### src/hdl/pcstk_regs.svh
// Purpose: constants for the program counter and return stack
// Assumes: one core clock, synchronous reset
// Notes: definitions only
`ifndef PCSTK_REGS_SVH
`define PCSTK_REGS_SVH
`define PCSTK_PC_W 13
`define PCSTK_LATCH_W 8
`define PCSTK_DEPTH 8
`define PCSTK_PTR_W 3
`define PCSTK_ADDR_W 11
`define PCSTK_PC_RESET 13'h0000
`define PCSTK_PTR_RESET 3'h0
`define PCSTK_LATCH_RESET 8'h00
`define PCSTK_INT_VECTOR 13'h0004
`endif

### src/hdl/pcstk_pkg.sv
// Purpose: types for the program counter and return stack
// Assumes: constants come from pcstk_regs.svh
// Notes: op codes are one-hot
`include "pcstk_regs.svh"
package pcstk_pkg;
  typedef logic [`PCSTK_PC_W-1:0] pcstk_pc_t;
  typedef enum logic [6:0] {
    PCSTK_OP_NEXT   = 7'h01,
    PCSTK_OP_WR_LOW = 7'h02,
    PCSTK_OP_CALL   = 7'h04,
    PCSTK_OP_JUMP   = 7'h08,
    PCSTK_OP_RETURN = 7'h10,
    PCSTK_OP_INTR   = 7'h20,
    PCSTK_OP_HOLD   = 7'h40
  } pcstk_op_e;
endpackage : pcstk_pkg

### src/hdl/pcstk_stack_if.sv
// Purpose: push and pop channel between sequencer and stack memory
// Assumes: single clock
// Notes: pop data is the current top entry
`timescale 1ns/1ps
`include "pcstk_regs.svh"
interface pcstk_stack_if;
  logic push;
  logic pop;
  pcstk_pkg::pcstk_pc_t push_data;
  pcstk_pkg::pcstk_pc_t top_data;
  modport seq (output push, output pop, output push_data, input top_data);
  modport mem (input push, input pop, input push_data, output top_data);
endinterface : pcstk_stack_if

### src/hdl/pcstk_stack.sv
// Purpose: eight-entry circular return stack
// Assumes: push and pop never together
// Notes: pointer hidden from software, wraps silently
`timescale 1ns/1ps
`include "pcstk_regs.svh"
module pcstk_stack (
  input wire logic clk_i, // core clock
  input wire logic reset_i, // synchronous reset
  pcstk_stack_if.mem stk // push/pop channel
);
  pcstk_pkg::pcstk_pc_t mem [`PCSTK_DEPTH];
  logic [`PCSTK_PTR_W-1:0] ptr;
  logic [`PCSTK_PTR_W-1:0] top_idx;

  assign top_idx = ptr - 3'h1;
  assign stk.top_data = mem[top_idx];

  // pointer wraps modulo eight, no overflow flag
  always_ff @(posedge clk_i)
  begin
    if (reset_i)
      ptr <= `PCSTK_PTR_RESET;
    else if (stk.push)
      ptr <= ptr + 3'h1;
    else if (stk.pop)
      ptr <= ptr - 3'h1;
  end

  genvar gi;
  generate
    for (gi = 0; gi < `PCSTK_DEPTH; gi++)
    begin : g_entry
      always_ff @(posedge clk_i)
      begin
        if (stk.push && ptr == 3'(gi))
          mem[gi] <= stk.push_data; // ninth push overwrites first
      end
    end
  endgenerate

  a_ptr_wrap: assert property (@(posedge clk_i) disable iff (reset_i)
    stk.push && !stk.pop |=> ptr == $past(ptr) + 3'h1)
    else $error("stack pointer did not advance on push");
  a_push_store: assert property (@(posedge clk_i) disable iff (reset_i)
    stk.push && !stk.pop |=> stk.top_data == $past(stk.push_data))
    else $error("pushed value not on top");
  c_push_nine: cover property (@(posedge clk_i) disable iff (reset_i)
    (stk.push && ptr == 3'h7) ##[1:4] stk.push);
endmodule : pcstk_stack

### src/hdl/pcstk_top.sv
// Purpose: program counter sequencing with hardware return stack
// Assumes: decoder issues one op per instruction step
// Notes: low-byte register reads and writes go through ports
// Overview of operation
// - thirteen-bit counter, low byte software visible
// - upper bits loaded from holding latch, stack top or interrupt vector
// - any reset clears the whole counter
// - low byte write loads latch bits 4:0
// - call/jump take latch bits 4:3 only
// - low byte write leaves latch untouched
// - eight entries of thirteen bits
// - stack and pointer hidden from software
// - push on call and interrupt vectoring
// - pop on any return kind
// - push/pop leave holding latch alone
// - stack wraps circularly after eight pushes
// - no overflow or underflow status
`timescale 1ns/1ps
`include "pcstk_regs.svh"
module pcstk_top (
  input wire logic clk_i, // core clock 200 MHz
  input wire logic reset_i, // any reset source
  input wire logic step_i, // one instruction step, op valid
  input wire pcstk_pkg::pcstk_op_e op_i, // sequencing op
  input wire logic [`PCSTK_ADDR_W-1:0] addr_i, // instruction address field
  input wire logic [7:0] low_wdata_i, // value written to low byte
  input wire logic latch_we_i, // write to holding latch
  input wire logic [7:0] latch_wdata_i, // holding latch write data
  output logic [`PCSTK_PC_W-1:0] pc_o, // program counter
  output logic [7:0] pc_low_register_o, // low byte read value
  output logic [7:0] pc_high_holding_latch_o // holding latch read value
);
  pcstk_stack_if stk ();
  pcstk_pkg::pcstk_pc_t pc;
  pcstk_pkg::pcstk_pc_t next_pc;
  logic [7:0] pc_high_holding_latch;
  logic [4:0] pc_upper_bits;

  pcstk_stack u_stack (
    .clk_i(clk_i),
    .reset_i(reset_i),
    .stk(stk)
  );

  assign pc_upper_bits = pc[12:8];
  assign pc_o = pc;
  assign pc_low_register_o = pc[7:0];
  assign pc_high_holding_latch_o = pc_high_holding_latch;

  // stack hooks: return address is the next instruction
  assign stk.push = step_i && (op_i == pcstk_pkg::PCSTK_OP_CALL
                    || op_i == pcstk_pkg::PCSTK_OP_INTR);
  assign stk.pop = step_i && op_i == pcstk_pkg::PCSTK_OP_RETURN;
  assign stk.push_data = pc + 13'h0001;

  always_comb
  begin
    next_pc = pc;
    if (step_i)
    begin
      case (op_i)
        pcstk_pkg::PCSTK_OP_NEXT:
          next_pc = pc + 13'h0001;
        pcstk_pkg::PCSTK_OP_WR_LOW:
          // upper bits from latch bits 4:0 above the written byte; latch not bumped
          next_pc = {pc_high_holding_latch[4:0], low_wdata_i};
        pcstk_pkg::PCSTK_OP_CALL,
        pcstk_pkg::PCSTK_OP_JUMP:
          next_pc = {pc_high_holding_latch[4:3], addr_i};
        pcstk_pkg::PCSTK_OP_RETURN:
          next_pc = stk.top_data;
        pcstk_pkg::PCSTK_OP_INTR:
          next_pc = `PCSTK_INT_VECTOR;
        pcstk_pkg::PCSTK_OP_HOLD:
          next_pc = pc;
        default:
          next_pc = pc;
      endcase
    end
  end

  always_ff @(posedge clk_i)
  begin
    if (reset_i)
      pc <= `PCSTK_PC_RESET;
    else
      pc <= next_pc;
  end

  // only software writes and reset touch the latch
  always_ff @(posedge clk_i)
  begin
    if (reset_i)
      pc_high_holding_latch <= `PCSTK_LATCH_RESET;
    else if (latch_we_i)
      pc_high_holding_latch <= latch_wdata_i;
  end

  a_reset_clear: assert property (@(posedge clk_i)
    reset_i |=> pc_o == 13'h0000)
    else $error("counter not cleared by reset");
  a_low_write: assert property (@(posedge clk_i) disable iff (reset_i)
    step_i && op_i == pcstk_pkg::PCSTK_OP_WR_LOW |=>
    pc_o == {$past(pc_high_holding_latch_o[4:0]), $past(low_wdata_i)})
    else $error("low write did not load all 13 bits");
  a_call_jump: assert property (@(posedge clk_i) disable iff (reset_i)
    step_i && (op_i == pcstk_pkg::PCSTK_OP_CALL || op_i == pcstk_pkg::PCSTK_OP_JUMP) |=>
    pc_o == {$past(pc_high_holding_latch_o[4:3]), $past(addr_i)})
    else $error("call/jump target wrong");
  a_increment: assert property (@(posedge clk_i) disable iff (reset_i)
    step_i && op_i == pcstk_pkg::PCSTK_OP_NEXT |=> pc_o == $past(pc_o) + 13'h0001)
    else $error("counter did not increment");
  a_call_return: assert property (@(posedge clk_i) disable iff (reset_i)
    // decoder leaves one idle cycle between instruction steps
    step_i && op_i == pcstk_pkg::PCSTK_OP_CALL ##1 !step_i ##1
    step_i && op_i == pcstk_pkg::PCSTK_OP_RETURN |=> pc_o == $past(pc_o, 3) + 13'h0001)
    else $error("return did not restore call address");
  a_latch_kept: assert property (@(posedge clk_i) disable iff (reset_i)
    !latch_we_i |=> $stable(pc_high_holding_latch_o))
    else $error("holding latch changed without write");
  a_intr_vector: assert property (@(posedge clk_i) disable iff (reset_i)
    step_i && op_i == pcstk_pkg::PCSTK_OP_INTR |=> pc_o == `PCSTK_INT_VECTOR)
    else $error("interrupt did not vector");
  a_upper_src: assert property (@(posedge clk_i) disable iff (reset_i)
    !step_i |=> $stable(pc_upper_bits))
    else $error("upper bits changed without an op");
  c_call_ret: cover property (@(posedge clk_i) disable iff (reset_i)
    step_i && op_i == pcstk_pkg::PCSTK_OP_CALL ##[1:20]
    step_i && op_i == pcstk_pkg::PCSTK_OP_RETURN);
  c_low_wrap: cover property (@(posedge clk_i) disable iff (reset_i)
    step_i && op_i == pcstk_pkg::PCSTK_OP_WR_LOW && pc_o[7:0] == 8'hFF && low_wdata_i == 8'h00);
  c_intr: cover property (@(posedge clk_i) disable iff (reset_i)
    step_i && op_i == pcstk_pkg::PCSTK_OP_INTR);
endmodule : pcstk_top

### config.mk
export PLATFORM = sky130hd
export DESIGN_NAME = pcstk_top
export DESIGN_NICKNAME = d
export VERILOG_FILES = /design/src/hdl/pcstk_pkg.sv /design/src/hdl/pcstk_stack_if.sv /design/src/hdl/pcstk_stack.sv /design/src/hdl/pcstk_top.sv
export VERILOG_INCLUDE_DIRS = /design/src /design/src/hdl
export SDC_FILE = /design/constraint.sdc
export NUM_CORES = 1
export LEC_CHECK = 0
export BUFFER_PORTS_ARGS = -buffer_cell sky130_fd_sc_hd__clkbuf_2
export CAP_MARGIN = 20
export CORE_UTILIZATION = 53
export CTS_CLUSTER_SIZE = 24
export DETAILED_ROUTE_END_ITERATION = 16
export GPL_TIMING_DRIVEN = 0
export HOLD_SLACK_MARGIN = 0.05
export PLACE_DENSITY = 0.82
export SYNTH_ARGS = -nofsm -noshare
export SYNTH_HDL_FRONTEND = slang
export SYNTH_HIERARCHICAL = 1
export SYNTH_SLANG_ARGS = --single-unit
### constraint.sdc
create_clock -name clk_i -period 2.82 [get_ports clk_i]
set_clock_uncertainty 0.1 [all_clocks]
set_input_delay 0.564 -clock clk_i [delete_from_list [all_inputs] [get_ports clk_i]]
set_output_delay 0.564 -clock clk_i [all_outputs]
set_load 0.02 [all_outputs]
==> results.sh, run 1 <==
export IMPL_syn_inst=458
export IMPL_dieArea_sq_um=11700
export IMPL_cp_depth=12
export IMPL_drc=0
export IMPL_dp_cells=660
export IMPL_syn_area_sq_um=5950
export IMPL_setup_viol=0
export IMPL_routed_wl_mm=15.1
export IMPL_synth_seq_cells=128
export IMPL_fin_tns_setup_ps=0
export IMPL_die_w_um=108
export IMPL_top_usage_layer="met2"
export IMPL_grt_first_pass_wirelength_mm=22.0
export IMPL_endpoint_kind="flip-flop"
export IMPL_hold_viol=0
export IMPL_worstPathMaxFanout=10
export IMPL_cts_hold_buf=0
export IMPL_clockRootBuffer="clkbuf_8"
export IMPL_syn_area_per_cell_sq_um=13.0
export IMPL_cts_buffers=17
export IMPL_final_util_pct=68.6
export IMPL_n_antenna_cell=0
export IMPL_antenna_found_initial=0
export IMPL_grt_usage_pct=25.8
export IMPL_crit_slowest_cell="dfxtp_2"
export IMPL_fp_dieH_um=108
export IMPL_synth_edf_count=104
export IMPL_grt_pass1_vias=4151
export IMPL_grt_max_degree=17
export IMPL_vias=4467
export IMPL_worstHoldStart="latch_wdata_i[4]"
export IMPL_core_rowCount=38
export IMPL_rsz0062_at_grt="yes"
export IMPL_syn_to_final_growth_pct=25.5
export IMPL_synth_cell_types=49
export IMPL_powerDensity_nw_per_um2=585
export IMPL_overflow=0
export IMPL_maxCapViolCount=0
export IMPL_post_route_min_period_ps=2800
export IMPL_path_buf_inv=4
export IMPL_use_met2_pct=42.2
export IMPL_clock_path_buffers=2
export IMPL_core_sq_um=10900
export IMPL_postRouteAntennaNets=0
export IMPL_fin_crit_sh_pct=99.2
export IMPL_firstDrtPassIters=5
export IMPL_cts_max_level=4
export IMPL_fmax_mhz=357
export IMPL_port_buffers=62
export IMPL_layout_common_cells="edfxtp_1, clkbuf_2, nand3_1"
export IMPL_finalPower_mw=4.37
export IMPL_critical_path_class="reg -> reg"
export IMPL_cp_arrival_ps=3060
export IMPL_routabilityCongestion=0.891
export IMPL_status="completed"
export IMPL_grt_util_met1_pct=34.0
export IMPL_cts_tree="built"
export IMPL_layout_nets=609
export IMPL_synth_ff_type="edfxtp_1"
export IMPL_clock_sinks=128
export IMPL_worstSetupStartpoint="u_stack/ptr[0]"
export IMPL_first_iter_violations=518
export IMPL_final_common_cell="edfxtp_1"
export IMPL_p_leak_nw=2.64
export IMPL_crit_path_cell_trace="clkbuf_8 -> inv_6 -> buf_12 -> ha_4 -> buf_6 -> mux2i_1 -> nand3_1 -> and4_1 -> a31oi_1 -> a21oi_1 -> a221oi_1 -> a211oi_1"
export IMPL_synthArstFlopShare_pct=0
export IMPL_max_slew_margin_pct=45.7
export IMPL_place_area_sq_um=6450
export IMPL_startpoint_type="flip-flop"
export IMPL_drv_slew=0
export IMPL_synth_nets=504
export IMPL_start_util_pct=54.7
export IMPL_stdcell_count=716
export IMPL_r2r_cells=12
export IMPL_max_vdd_ir_drop_uv=423
export IMPL_dp_hpwl_mm=9.62
export IMPL_ys_warnings_count=6
export IMPL_cpPeakStageDelay_ps=360
export IMPL_io_pins=67
export IMPL_nFillCells=695
export IMPL_postLayoutCellArea_sq_um=7470
export IMPL_worst_pin_slew_ps=809
export IMPL_hold_path_class="in -> reg"
export IMPL_cp_required_ps=3080
export IMPL_yosysSeqAreaShare_pct=60.5
export IMPL_clk_pin_slew_ps=60
export IMPL_whs_path_depth=3
export IMPL_routed_via_density=6.24
export IMPL_reg2reg_from="u_stack/ptr[0]"
export IMPL_drive_gt1_share_pct=31.6
export IMPL_use_met3_pct=5.61
export IMPL_insertion_delay_ps=520
export IMPL_cp_top_family="compound AO/OA/AOI/OAI gates"
export IMPL_wl_per_cell_um=21.0
metal layers:
metal / wire (um) / part of all wire, %
met5: 0 / 0
met4: 308 / 2.0
met3: 1220 / 8.1
met2: 7680 / 51
met1: 5850 / 39
what timing repair did:
action | CTS | global route
buffers inserted | 9 | 16
endpoints found under the hold margin | 0 | 0
setup endpoints to repair | 13 | 80
pin swaps | 3 | 13
cloned | 0 | 0
gates resized for setup | 37 | 28
Yosys cell counts (3+ instances only):
cell type	n	area (sq um)
inv_1	4	15.0
ha_1	8	100
nor2_1	30	113
a21boi_0	3	22.5
nand3b_1	3	22.5
and3_1	6	37.5
a311oi_1	6	52.6
nor4_1	4	25.0
and4_1	13	114
nand2_1	10	37.5
edfxtp_1	104	3120
nor3b_1	3	22.5
o21ai_0	3	15.0
nand3_1	60	300
clkbuf_1	11	41.3
dfxtp_1	24	480
nand2b_1	4	25.0
xnor2_1	9	78.8
buf_2	17	85.1
nor3_1	5	25.0
mux2i_1	60	601
a221oi_1	4	35.0
and2_1	6	37.5
a211oi_1	3	22.5
o221ai_1	3	26.3
xor2_1	8	70.1
buf_4	9	67.6
a222oi_1	10	100
path summary, 6_finish.rpt:
check,endpoint,slack [ps]
worst max register to register,pc_o[2],20
worst min-delay path,pc_high_holding_latch_o[4],190
worst max-delay path,pc_o[2],20
worst min register to register,pc_high_holding_latch_o[7],430
logic make-up (layout without fill, tap and decap cells):
kind of cell	after synthesis	in the layout	share of synthesized area, %
AO/OA/AOI/OAI	44	44	6.29
XOR/XNOR	19	19	3.05
adder cells (fa/ha/maj)	8	8	1.68
buffers and inverters	46	164	4.08
flip-flops	128	128	60.5
multiplexers	60	60	10.1
AND/OR/NAND/NOR	153	153	14.3
layout make-up:
class	count	area [sq um]	area share [%]
Clock inverter	14	156	2.09
Inverter	5	23.8	0.318
Tap cell	140	175	2.34
Multi-Input combinational cell	284	2250	30.2
Buffer	40	329	4.40
Timing Repair Buffer	87	510	6.83
Sequential cell	128	3600	48.2
Clock buffer	18	418	5.59
tightest hold or removal path, cell delays in order:
cell	delay, ps
clkbuf_2	70
mux2i_1	60
nor2_1	70
report_power, final:
group	total (mW)	leakage [nW]	internal [mW]	switching, mW
sequential	2.05	1.13	2.04	0.0137
combinational	0.223	1.23	0.0956	0.127
clock	2.10	0.276	1.27	0.825
through the flow:
stage / worst slack [ps] / hold WS [ps]
global placement: -470 / 373
floorplan: 50.8 / 429
finish: 22.6 / 192
global route: -35.0 / 184
detailed placement: -549 / 408
CTS: 6.46 / 177
flip-flops by register name, indices dropped and copies added, names as in the netlist:
name / cells
pc_high_holding_latch_o: 8
pc_o: 13
u_stack/mem: 104
u_stack/ptr: 3
Power figures use the tool's default switching activity.
==> inputs of run 2 (changes only) <==
--- a/config.mk
+++ b/config.mk
@@ -8,12 +8,12 @@
 export LEC_CHECK = 0
 export BUFFER_PORTS_ARGS = -buffer_cell sky130_fd_sc_hd__clkbuf_2
 export CAP_MARGIN = 20
-export CORE_UTILIZATION = 53
+export CORE_UTILIZATION = 38
 export CTS_CLUSTER_SIZE = 24
 export DETAILED_ROUTE_END_ITERATION = 16
 export GPL_TIMING_DRIVEN = 0
 export HOLD_SLACK_MARGIN = 0.05
-export PLACE_DENSITY = 0.82
+export PLACE_DENSITY = 0.64
 export SYNTH_ARGS = -nofsm -noshare
 export SYNTH_HDL_FRONTEND = slang
 export SYNTH_HIERARCHICAL = 1
==> results.sh, run 2 (synthesized netlist as in run 1, its figures left out) <==
export IMPL_hold_viol=0
export IMPL_largest_reg_flops=104
export IMPL_port_buffers=62
export IMPL_clock_path_buffers=2
export IMPL_place_area_sq_um=6540
export IMPL_top_usage_layer="met2"
export IMPL_layout_nets=598
export IMPL_routed_via_density=5.50
export IMPL_fmax_mhz=355
export IMPL_use_met3_pct=2.76
export IMPL_cts_tree="built"
export IMPL_p_leak_nw=2.56
export IMPL_clockRootBuffer="clkbuf_16"
export IMPL_core_sq_um=15300
export IMPL_cpPeakStageDelay_ps=610
export IMPL_max_slew_margin_pct=44.3
export IMPL_clockPowerShare_pct=47.6
export IMPL_finalPower_mw=4.34
export IMPL_clock_sinks=128
export IMPL_max_vdd_ir_drop_uv=519
export IMPL_final_util_pct=48.9
export IMPL_p_int_mw=3.44
export IMPL_grt_first_pass_wirelength_mm=22.0
export IMPL_n_antenna_cell=0
export IMPL_cp_arrival_ps=2780
export IMPL_hold_path_class="in -> reg"
export IMPL_status="completed"
export IMPL_postRouteAntennaNets=0
export IMPL_crit_slowest_cell="or4b_2"
export IMPL_critical_path_class="in -> reg"
export IMPL_grt_max_degree=17
export IMPL_grt_usage_pct=18.2
export IMPL_start_util_pct=39.0
export IMPL_fin_crit_sh_pct=99.9
export IMPL_dp_hpwl_mm=10.1
export IMPL_drive_gt1_share_pct=29.6
export IMPL_use_met2_pct=29.2
export IMPL_worst_pin_slew_ps=830
export IMPL_crit_top_cell="clkbuf_1"
export IMPL_seqPwrFrac_pct=47.4
export IMPL_syn_to_final_growth_pct=25.2
export IMPL_largest_register="u_stack/mem"
export IMPL_clk_pin_slew_ps=50
export IMPL_cp_required_ps=2780
export IMPL_antenna_found_initial=0
export IMPL_drc=0
export IMPL_nFillCells=1331
export IMPL_drv_slew=0
export IMPL_insertion_delay_ps=400
export IMPL_first_iter_violations=386
export IMPL_comb_power_share_pct=5.0
export IMPL_endpoint_kind="flip-flop"
export IMPL_cts_max_level=4
export IMPL_die_w_um=127
export IMPL_layout_common_cells="edfxtp_1, clkbuf_2, nand3_1"
export IMPL_wl_per_cell_um=18.4
export IMPL_cts_buffers=17
export IMPL_overflow=0
export IMPL_dieArea_sq_um=16200
export IMPL_final_common_cell="edfxtp_1"
export IMPL_io_pins=67
export IMPL_swShare_pct=20.6
export IMPL_rsz0062_at_grt="yes"
export IMPL_worstPathMaxFanout=13
export IMPL_grt_util_met1_pct=23.7
export IMPL_vias=4268
export IMPL_setup_viol=0
export IMPL_startpoint_type="input port"
export IMPL_powerDensity_nw_per_um2=582
export IMPL_fp_dieH_um=127
export IMPL_post_route_min_period_ps=2820
export IMPL_core_rowCount=45
export IMPL_grt_pass1_vias=4114
export IMPL_routed_wl_mm=14.3
export IMPL_cts_hold_buf=0
export IMPL_firstDrtPassIters=7
export IMPL_crit_path_cell_trace="clkbuf_1 -> buf_2 -> or4b_2 -> nor4_1 -> clkbuf_1 -> and2_2"
export IMPL_postLayoutCellArea_sq_um=7450
export IMPL_maxCapViolCount=0
export IMPL_p_sw_mw=0.893
export IMPL_routabilityCongestion=0.882
[run 2: changes by cell type in the layout (fill, tap and decap cells not counted), moves of 2 or more]
cell      previous run  this run
clkinv_2             1         7
nand3_1             58        60
inv_6                4         0
mux2i_1             53        55
nand3_2              2         0
buf_4               34        21
clkinv_4             4         0
[run 2: metal layers]
layer	share of wire [%]	wire, um
met4	3.0	433
met2	50	7110
met5	0	0
met1	42	6050
met3	4.8	688
[run 2: final timing paths]
| check | startpoint | endpoint | slack, ps | depth (start not counted) |
|---|---|---|---|---|
| min | latch_wdata_i[5] | pc_high_holding_latch_o[5] | 290 | 3 |
| max | op_i[4] | u_stack/mem[7][12] | 2 | 6 |
| min reg2reg | pc_high_holding_latch_o[5] | pc_high_holding_latch_o[5] | 390 | 2 |
| max reg2reg | u_stack/ptr[0] | pc_o[2] | 50 | 13 |
[run 2: cell type report]
cell class	instances	area [sq um]	area share [%]
tap	211	264	3.54
buffer	41	353	4.73
multi-input combinational	284	2230	29.9
inverter	5	21.3	0.285
clock buffer	20	447	5.99
sequential	128	3600	48.4
timing repair buffer	75	415	5.57
clock inverter	12	118	1.58
[run 2: power by group through the flow]
stage	Combinational, mW	Sequential [mW]	Clock, mW
CTS	0.207	2.05	2.10
detailed placement	0.196	2.09	0
global route	0.233	2.05	2.18
finish	0.217	2.05	2.06
floorplan	0.109	2.10	0
global placement	0.191	2.09	0
[run 2: what timing repair did]
action                     4_1_cts  5_1_grt
pin swaps                        2        8
setup endpoints to repair       39       86
buffers inserted                 8        5
gates resized for setup         37       27
[run 2: through the flow]
stage / setup TNS [ps] / cells / hold WS, ps / worst slack (ps)
finish: 0 / 776 / 291 / 2.27
global placement: -42600 / 731 / 375 / -567
floorplan: 0 / 458 / 429 / 50.8
CTS: 0 / 771 / 278 / 11.7
global route: -1830 / 776 / 296 / -59.0
detailed placement: -44750 / 731 / 379 / -599
[run 2: worst max-delay path: cells and delay by family]
| kind | cells | cell delay [ps] |
|---|---|---|
| buffers and inverters | 3 | 760 |
| and+or+nand+nor | 3 | 1430 |
